### src/verilog/ebsc_pkg.sv
// Package of register map, field layout and reset values for the external bus select config
package ebsc_pkg;
   localparam int unsigned ebsc_addr_w = 8;
   localparam int unsigned ebsc_regions = 8;
   localparam logic [7:0] ebsc_off_region0 = 8'h00;
   localparam logic [7:0] ebsc_off_remap = 8'h20;
   localparam logic [7:0] ebsc_off_memctl = 8'h24;
   localparam logic [7:0] ebsc_region_span = 8'h1c;
   // Region select field layout
   localparam int unsigned ebsc_bw_lo = 0;
   localparam int unsigned ebsc_wc_lo = 2;
   localparam int unsigned ebsc_wg_bit = 5;
   localparam int unsigned ebsc_ps_lo = 7;
   localparam int unsigned ebsc_fc_lo = 9;
   localparam int unsigned ebsc_bls_bit = 12;
   localparam int unsigned ebsc_so_bit = 13;
   localparam int unsigned ebsc_ba_lo = 20;
   localparam logic [31:0] ebsc_region_mask = 32'hfff0_3fbf;
   localparam int unsigned ebsc_undo_bit = 0;
   localparam int unsigned ebsc_rts_bit = 4;
   localparam logic [31:0] ebsc_memctl_mask = 32'h0000_0010;
   localparam logic [31:0] ebsc_memctl_rst = 32'h0000_0000;
   localparam logic [31:0] ebsc_region0_rst_8 = 32'h0000_203e;
   localparam logic [31:0] ebsc_region0_rst_16 = 32'h0000_203d;
   localparam logic [31:0] ebsc_region_rst_step = 32'h1000_0000;
   // Page size codes and base compare masks over address bits 31-20
   typedef enum logic [1:0] {
      ebsc_page_1m = 2'b00,
      ebsc_page_4m = 2'b01,
      ebsc_page_16m = 2'b10,
      ebsc_page_64m = 2'b11
   } ebsc_page_t;
   localparam logic [11:0] ebsc_cmp_1m = 12'hfff;
   localparam logic [11:0] ebsc_cmp_4m = 12'hffc;
   localparam logic [11:0] ebsc_cmp_16m = 12'hff0;
   localparam logic [11:0] ebsc_cmp_64m = 12'hfc0;
   localparam logic [1:0] ebsc_bw_16 = 2'b01;
   localparam logic [1:0] ebsc_bw_8 = 2'b10;
   localparam logic [3:0] ebsc_no_wait = 4'h0;
   localparam logic [3:0] ebsc_wait_one = 4'h1;
   localparam logic [2:0] ebsc_fc_zero = 3'h0;
   localparam logic [2:0] ebsc_region_none = 3'h0;
endpackage

### src/verilog/ebsc_regmem.sv
// Eight-word region select register store with registered read data
module ebsc_regmem
   import ebsc_pkg::*;
(
   input wire logic clk,
   input wire logic reset,
   input wire logic boot_8bit,
   input wire logic wr_en,
   input wire logic [2:0] wr_idx,
   input wire logic [31:0] wr_data,
   input wire logic [2:0] rd_idx,
   output logic [31:0] rd_data_q,
   output logic [31:0] region_flat_q [ebsc_regions]
);
   logic [31:0] mem_d [ebsc_regions];
   logic [31:0] rd_data_d;

   // Synchronous reset loads documented defaults; region 0 width follows the boot strap
   always_comb begin
      for (int i = 0; i < ebsc_regions; i++) begin
         mem_d[i] = region_flat_q[i];
      end
      if (reset) begin
         mem_d[0] = boot_8bit ? ebsc_region0_rst_8 : ebsc_region0_rst_16;
         for (int i = 1; i < ebsc_regions; i++) begin
            mem_d[i] = 32'(ebsc_region_rst_step * 32'(i));
         end
      end else if (wr_en) begin
         mem_d[wr_idx] = wr_data & ebsc_region_mask;
      end
      rd_data_d = region_flat_q[rd_idx];
   end

   always_ff @(posedge clk) begin
      region_flat_q <= mem_d;
      rd_data_q <= rd_data_d;
   end
endmodule // ebsc_regmem

### src/verilog/ebsc_top.sv
// Region select configuration, address decode and chip select sequencing
// What this block does
// - Wait-enable clear means no programmed wait states; set applies them.
// - Page code picks 1M/4M/16M/64M, comparing bits 31-20/22/24/26.
// - Base holds top address bits; bits inside a large page are ignored.
// - Float field adds 0 to 7 idle cycles after a transfer.
// - Byte style bit: 0 byte-write strobes, 1 byte-select strobes.
// - Chip select forced off from the clock after region select is turned off.
// - Writing 1 to remap bit 0 cancels boot remap; 0 does nothing.
// - Memory control bit 4: 0 standard read timing, 1 early read.
// - Wait code n gives n+1 wait states, only when wait-enable set.
// - Width code 01 is 16-bit, 10 is 8-bit; others reserved.
// - Float idles skip internal accesses and same-memory reads.
module ebsc_top
   import ebsc_pkg::*;
(
   input wire logic clk,
   input wire logic reset,
   input wire logic boot_8bit,
   input wire logic [ebsc_addr_w-1:0] reg_addr,
   input wire logic [31:0] reg_wdata,
   input wire logic reg_wr,
   input wire logic reg_rd,
   output logic [31:0] reg_rdata,
   input wire logic acc_req,
   input wire logic acc_write,
   input wire logic [31:0] acc_addr,
   output logic acc_busy,
   output logic [7:0] chip_sel_n,
   output logic boot_remap_on,
   output logic read_early,
   output logic byte_select_mode,
   output logic bus16,
   output logic bus8,
   output logic access_miss
);
   // ****************************************************************
   // Register access
   // ****************************************************************
   logic [31:0] region_q [ebsc_regions];
   logic [31:0] mem_rd;
   logic memctl_hit_q, region_hit_q, memctl_hit_d, region_hit_d;
   logic [31:0] memctl_q, memctl_d;
   logic remap_q, remap_d;
   logic region_wr;

   function automatic logic is_region(input logic [ebsc_addr_w-1:0] a);
      return (a[1:0] == 2'b00) && (a <= ebsc_region_span);
   endfunction

   // Page code to compare mask over address bits 31-20
   function automatic logic [11:0] page_mask(input logic [1:0] code);
      case (ebsc_page_t'(code))
         ebsc_page_1m: page_mask = ebsc_cmp_1m;
         ebsc_page_4m: page_mask = ebsc_cmp_4m;
         ebsc_page_16m: page_mask = ebsc_cmp_16m;
         ebsc_page_64m: page_mask = ebsc_cmp_64m;
         default: page_mask = ebsc_cmp_1m;
      endcase
   endfunction

   assign region_wr = reg_wr && is_region(reg_addr);

   ebsc_regmem u_mem (
      .clk(clk),
      .reset(reset),
      .boot_8bit(boot_8bit),
      .wr_en(region_wr),
      .wr_idx(reg_addr[4:2]),
      .wr_data(reg_wdata),
      .rd_idx(reg_addr[4:2]),
      .rd_data_q(mem_rd),
      .region_flat_q(region_q)
   );

   always_comb begin
      memctl_d = memctl_q;
      remap_d = remap_q;
      if (reg_wr && reg_addr == ebsc_off_memctl) begin
         memctl_d = reg_wdata & ebsc_memctl_mask;
      end
      // Remap can only be cancelled, never re-armed, until the next reset
      if (reg_wr && reg_addr == ebsc_off_remap && reg_wdata[ebsc_undo_bit]) begin
         remap_d = 1'b0;
      end
      region_hit_d = reg_rd && is_region(reg_addr);
      memctl_hit_d = reg_rd && reg_addr == ebsc_off_memctl;
   end

   always_ff @(posedge clk) begin
      if (reset) begin
         memctl_q <= ebsc_memctl_rst;
         remap_q <= 1'b1;
         region_hit_q <= 1'b0;
         memctl_hit_q <= 1'b0;
      end else begin
         memctl_q <= memctl_d;
         remap_q <= remap_d;
         region_hit_q <= region_hit_d;
         memctl_hit_q <= memctl_hit_d;
      end
   end

   // Read data; remap register is write-only and reads zero like any unmapped word
   assign reg_rdata = region_hit_q ? mem_rd : (memctl_hit_q ? memctl_q : 32'h0000_0000);

   // ****************************************************************
   // Address decode
   // ****************************************************************
   logic [7:0] hit;
   logic [2:0] hit_idx;
   logic any_hit;
   logic [31:0] sel_cfg;

   always_comb begin
      hit = 8'h00;
      hit_idx = ebsc_region_none;
      any_hit = 1'b0;
      for (int i = 0; i < ebsc_regions; i++) begin
         logic [11:0] m;
         m = page_mask(region_q[i][ebsc_ps_lo +: 2]);
         // Lower base bits inside a large page are masked out
         if (region_q[i][ebsc_so_bit] &&
             ((acc_addr[31:20] & m) == (region_q[i][31:20] & m))) begin
            hit[i] = 1'b1;
         end
      end
      // Lowest region sets the timing if bases overlap; an access with no float gap still drives every matching select low
      for (int i = ebsc_regions - 1; i >= 0; i--) begin
         if (hit[i]) begin
            hit_idx = 3'(i);
            any_hit = 1'b1;
         end
      end
      sel_cfg = region_q[hit_idx];
   end

   // ****************************************************************
   // Access sequencer
   // ****************************************************************
   typedef enum logic [1:0] {
      ebsc_st_idle = 2'b00,
      ebsc_st_float = 2'b01,
      ebsc_st_access = 2'b10
   } ebsc_state_t;

   ebsc_state_t state_q, state_d;
   logic [3:0] cnt_q, cnt_d;
   logic [2:0] float_q, float_d;
   logic [2:0] last_q, last_d;
   logic last_valid_q, last_valid_d;
   logic [2:0] cur_q, cur_d;
   logic pend_write_q, pend_write_d;
   logic [7:0] cs_n_q, cs_n_d;
   logic busy_q, busy_d;
   logic early_q, bsel_q, b16_q, b8_q, miss_q;
   logic bsel_d, b16_d, b8_d, miss_d;

   always_comb begin
      state_d = state_q;
      cnt_d = cnt_q;
      float_d = float_q;
      last_d = last_q;
      last_valid_d = last_valid_q;
      cur_d = cur_q;
      pend_write_d = pend_write_q;
      cs_n_d = cs_n_q;
      busy_d = busy_q;
      bsel_d = bsel_q;
      b16_d = b16_q;
      b8_d = b8_q;
      miss_d = 1'b0;
      case (state_q)
         ebsc_st_idle: begin
            cs_n_d = 8'hff;
            busy_d = 1'b0;
            // Float time keeps counting down during internal (miss) accesses
            if (float_q != ebsc_fc_zero) begin
               float_d = float_q - 3'h1;
            end
            if (acc_req && !any_hit) begin
               miss_d = 1'b1;
            end else if (acc_req) begin
               cur_d = hit_idx;
               pend_write_d = acc_write;
               busy_d = 1'b1;
               bsel_d = sel_cfg[ebsc_bls_bit];
               b16_d = sel_cfg[ebsc_bw_lo +: 2] == ebsc_bw_16;
               b8_d = sel_cfg[ebsc_bw_lo +: 2] == ebsc_bw_8;
               // Same memory back to back reads need no float gap
               if (float_q != ebsc_fc_zero && last_valid_q &&
                   (hit_idx != last_q || acc_write)) begin
                  state_d = ebsc_st_float;
               end else begin
                  state_d = ebsc_st_access;
                  cs_n_d = ~hit;
                  cnt_d = sel_cfg[ebsc_wg_bit] ?
                     4'(sel_cfg[ebsc_wc_lo +: 3]) + ebsc_wait_one : ebsc_no_wait;
               end
            end
         end
         ebsc_st_float: begin
            if (float_q <= 3'h1) begin
               float_d = ebsc_fc_zero;
               state_d = ebsc_st_access;
               cs_n_d = ~(8'h01 << cur_q);
               cnt_d = region_q[cur_q][ebsc_wg_bit] ?
                  4'(region_q[cur_q][ebsc_wc_lo +: 3]) + ebsc_wait_one : ebsc_no_wait;
            end else begin
               float_d = float_q - 3'h1;
            end
         end
         ebsc_st_access: begin
            if (cnt_q != ebsc_no_wait) begin
               cnt_d = cnt_q - ebsc_wait_one;
            end else begin
               state_d = ebsc_st_idle;
               cs_n_d = 8'hff;
               busy_d = 1'b0;
               last_d = cur_q;
               last_valid_d = 1'b1;
               float_d = region_q[cur_q][ebsc_fc_lo +: 3];
            end
         end
         default: begin
            state_d = ebsc_st_idle;
            cs_n_d = 8'hff;
         end
      endcase
      // Disabling a region drops its select on the following clock, even mid-access
      for (int i = 0; i < ebsc_regions; i++) begin
         if (!region_q[i][ebsc_so_bit]) begin
            cs_n_d[i] = 1'b1;
         end
      end
   end

   always_ff @(posedge clk) begin
      if (reset) begin
         state_q <= ebsc_st_idle;
         cnt_q <= ebsc_no_wait;
         float_q <= ebsc_fc_zero;
         last_q <= ebsc_region_none;
         last_valid_q <= 1'b0;
         cur_q <= ebsc_region_none;
         pend_write_q <= 1'b0;
         cs_n_q <= 8'hff;
         busy_q <= 1'b0;
         early_q <= 1'b0;
         bsel_q <= 1'b0;
         b16_q <= 1'b0;
         b8_q <= 1'b0;
         miss_q <= 1'b0;
      end else begin
         state_q <= state_d;
         cnt_q <= cnt_d;
         float_q <= float_d;
         last_q <= last_d;
         last_valid_q <= last_valid_d;
         cur_q <= cur_d;
         pend_write_q <= pend_write_d;
         cs_n_q <= cs_n_d;
         busy_q <= busy_d;
         early_q <= memctl_q[ebsc_rts_bit];
         bsel_q <= bsel_d;
         b16_q <= b16_d;
         b8_q <= b8_d;
         miss_q <= miss_d;
      end
   end

   assign chip_sel_n = cs_n_q;
   assign acc_busy = busy_q;
   assign boot_remap_on = remap_q;
   assign read_early = early_q;
   assign byte_select_mode = bsel_q;
   assign bus16 = b16_q;
   assign bus8 = b8_q;
   assign access_miss = miss_q;
endmodule // ebsc_top
### config.mk
export PLATFORM = sky130hd
export DESIGN_NAME = ebsc_top
export DESIGN_NICKNAME = d
export VERILOG_FILES = /design/src/verilog/ebsc_pkg.sv /design/src/verilog/ebsc_regmem.sv /design/src/verilog/ebsc_top.sv
export SDC_FILE = /design/constraint.sdc
export NUM_CORES = 1
export LEC_CHECK = 0
export ABC_AREA = 1
export BUFFER_PORTS_ARGS = -buffer_cell sky130_fd_sc_hd__buf_4
export CAP_MARGIN = 10
export CORE_MARGIN = 4
export CORE_UTILIZATION = 49
export CTS_CLUSTER_SIZE = 30
export DETAILED_ROUTE_END_ITERATION = 6
export GPL_TIMING_DRIVEN = 0
export PLACE_DENSITY = 0.8
export SYNTH_ARGS = -nofsm -noshare
export SYNTH_HDL_FRONTEND = slang
export SYNTH_SLANG_ARGS = --single-unit
### constraint.sdc
create_clock -name clk -period 6.96 [get_ports clk]
set_clock_uncertainty 0.1 [all_clocks]
set_input_delay 1.392 -clock clk [delete_from_list [all_inputs] [get_ports clk]]
set_output_delay 1.392 -clock clk [all_outputs]
set_load 0.05 [all_outputs]
==> results.py <==
metrics = {
    "yosys": {
        "syn_inst": 1940,
        "post_synth_num_cell_types": 49,
        "synth_ff_type": "dfxtp_1",
        "synth-async-reset-ratio": 0,
        "syn_nets": 2030,
        "ys_ff_latch": 273,
        "synth-edff-count": 32,
        "yosysWarnings": 0,
        "ys_seq_area_frac": 0.412,
        "avgSynthCellArea_um2": 7.24,
        "synth_top_area_share": 0.343,
        "synth_area_um2": 14000,
        "ys_top_cells_by_area": "dfxtp_1, a21oi_1, o21ai_0, nand2_1, edfxtp_1",
        "synth.largest_area_cell": "dfxtp_1",
    },
    "global_route": {
        "grt_pass1_wl_um": 89500,
        "grt_antenna_before_repair": 0,
        "grtUsageTotal": 0.381,
        "grt_pass1_vias": 14400,
        "grt_overflow_total": 0,
        "grt_start_max_net_pins": 22,
    },
    "place": {
        "port_buffers": 87,
        "place_area_um2": 15200,
        "gp_congestion": 1.04,
        "hpwl_um": 43900,
    },
    "detailed_routing": {
        "dr.pass1.iters": 7,
        "num_vias": 15700,
        "ant_nets": 0,
        "dr.first_iter.drc_count": 2703,
        "viasPerCell": 6.37,
        "drcViolationCount": 6,
        "avgRoutedWirePerCell_um": 25.2,
        "wirelength_um": 62200,
    },
    "worst_setup_path": {
        "crit_path_cell_trace": "buf_4, inv_2, buf_6, nand2_1, nand2_1, nor4_1, nand4_1, nand3_1, nand2_2, inv_2, buf_2, nand3_1, nand3_1, nand2_1, ha_1, nand3b_1, nand3_1, a21oi_1",
        "crit_top_cell": "nand3_1",
        "arrival_ns": 4.95,
        "max_stage_delay_ns": 0.53,
        "worstPathRequired_ns": 7.31,
        "path_delay_family": "simple AND/OR/NAND/NOR gates",
        "startpoint_type": "input pin",
        "critical_path_class": "in2reg",
        "cp_max_fo": 10,
        "slowest_stage": "nor4_1",
        "critPathCaptureType": "flip-flop",
        "worst-path-buf-inv": 5,
    },
    "run_status": {
        "status": "finished, violations left",
        "failed_checks": "DRC",
    },
    "finish": {
        "multi_input_area_um2": 6700,
        "final_common_cell": "nand2_1",
        "fill_cells": 2696,
        "fin_nets": 2151,
        "syn_to_final_growth_pct": 15.0,
        "final_area_um2": 16100,
        "seqCellArea_um2": 5790,
        "final_cell_mix": "nand2_1, a21oi_1, inv_1, o21ai_0, dfxtp_1",
        "drive_gt1_frac": 0.0859,
    },
    "clocking": {
        "ctsHoldBuffers": 0,
        "cts_buffer_depth": 3,
        "clkTransAtPathRegs_ns": 0.06,
        "post_cts_buffers": 0,
        "cts_tree": "yes",
        "worstSkewPairLatency_ns": 0.58,
        "ctsResizeCount": 0,
        "htreeDepth": 1,
        "root_buffer": "clkbuf_16",
        "cts.sinks": 273,
        "numCtsBuffers": 30,
    },
    "sta": {
        "fmaxAchievable_mhz": 217,
        "slew_violations": 0,
        "worstMarginPinSlew_ns": 1.14,
        "timing.final.hold_violations": 0,
        "tns_ns": 0,
        "grt_setup_unrepaired": "false",
        "min_period_over_period": 0.661,
        "slew_headroom": 0.241,
        "setup_viol": 0,
        "period_needed_ns": 4.60,
    },
    "floorplanning": {
        "start_util": 0.501,
        "num_io_pins": 126,
        "core_area_um2": 28000,
        "rows": 61,
        "dieWidth_um": 177,
        "die_height_um": 177,
        "dieArea_um2": 31400,
    },
    "power_and_ir_drop": {
        "power_density_nw_per_um2": 239,
        "ir_drop_uv": 194,
        "leakagePower_nw": 6.63,
    },
    "job": {
        "drv_cap": 0,
    },
    "hold_path": {
        "hold_path.class": "reg2reg",
    },
}
==> routing by layer <==
layer / vias to the layer above / wire (um) / GRT usage
met4: 2 / 3790 / 0.184
met5: - / 51 / 0
met2: 1360 / 25300 / 0.555
met1: 7192 / 22700 / 0.511
met3: 275 / 10300 / 0.122
li1: 6848 / - / -
==> area by class of cell <==
| class | instances | share of cell area |
|---|---|---|
| diodes | 1 | 0.000155 |
| plain buffers | 129 | 0.0363 |
| clock buffers | 45 | 0.0543 |
| clock inverters | 9 | 0.00387 |
| inverters | 260 | 0.0606 |
| multi-input cells | 1278 | 0.415 |
| flip-flops and latches | 273 | 0.358 |
| well taps | 378 | 0.0293 |
| repair buffers | 89 | 0.0425 |
==> path summary, 6_finish.rpt <==
path	cells past startpoint	from	slack, ns	end
max	18	acc_addr[29]	2.36	cnt_q[2]
min	2	boot_remap_on	0.35	boot_remap_on
max reg2reg	14	u_mem.region_flat_q[191]	3.11	cnt_q[2]
min reg2reg	2	boot_remap_on	0.35	boot_remap_on
==> registers in the layout, summed over array words and instances (netlist names), 2 cells and up <==
register             flops
last_q                   3
u_mem.region_flat_q    207
float_q                  3
cur_q                    3
cnt_q                    4
u_mem.rd_data_q         32
chip_sel_n               8
state_q                  2
==> cells in the mapped netlist (11+ instances only) <==
cell type	instances
clkbuf_1	102
xor2_1	26
inv_1	249
xnor2_1	18
edfxtp_1	32
o21ai_0	243
nor2_1	111
dfxtp_1	241
o22ai_1	34
nand2_1	294
o211ai_1	20
nand3_1	86
ha_1	11
nor3_1	15
a22oi_1	28
a211oi_1	30
a21oi_1	253
a221oi_1	50
==> worst reg2reg max path, cell delays in order, from the launching register on <==
cell and delay [ns]:
dfxtp_1 0.45, nor2_1 0.08, nor4_1 0.55, nand4_1 0.53, nand3_1 0.27, nand2_2 0.18, inv_2 0.24, buf_2 0.36
nand3_1 0.12, nand3_1 0.16, nand2_1 0.10, ha_1 0.23, nand3b_1 0.16, nand3_1 0.13, a21oi_1 0.09
==> metrics by stage <==
step | hold WS, ns | cells | util | total power (W) | setup WS, ns
floorplan | 0.303 | 1940 | - | 0.00210 | 3.32
global placement | 0.340 | 2405 | 0.542 | 0.00230 | 1.95
detailed placement | 0.348 | 2406 | 0.543 | 0.00231 | 1.97
CTS | 0.359 | 2460 | 0.576 | 0.00381 | 2.54
global route | 0.386 | 2461 | 0.576 | 0.00396 | 2.32
finish | 0.352 | 2462 | 0.576 | 0.00386 | 2.36
==> where the power goes <==
group          total [W]  switching [W]  leakage [nW]  internal, W
combinational   0.000631       0.000440          3.89     0.000191
sequential       0.00168      0.0000307          2.28      0.00165
clock            0.00155       0.000682         0.465     0.000867
==> cell families (layout without fill, tap and decap cells) <==
group                      count (synthesis)  count (layout)  synth area share
other                                      0               1                 0
and+or+nand+nor                          541             541             0.162
AOI/OAI and AO/OA                        682             682             0.277
adders and majority gates                 11              11           0.00980
buffers and inverters                    389             532             0.111
xor gates and xnor gates                  44              44            0.0274
DFF                                      273             273             0.412
(Power assumes the default switching activity.)
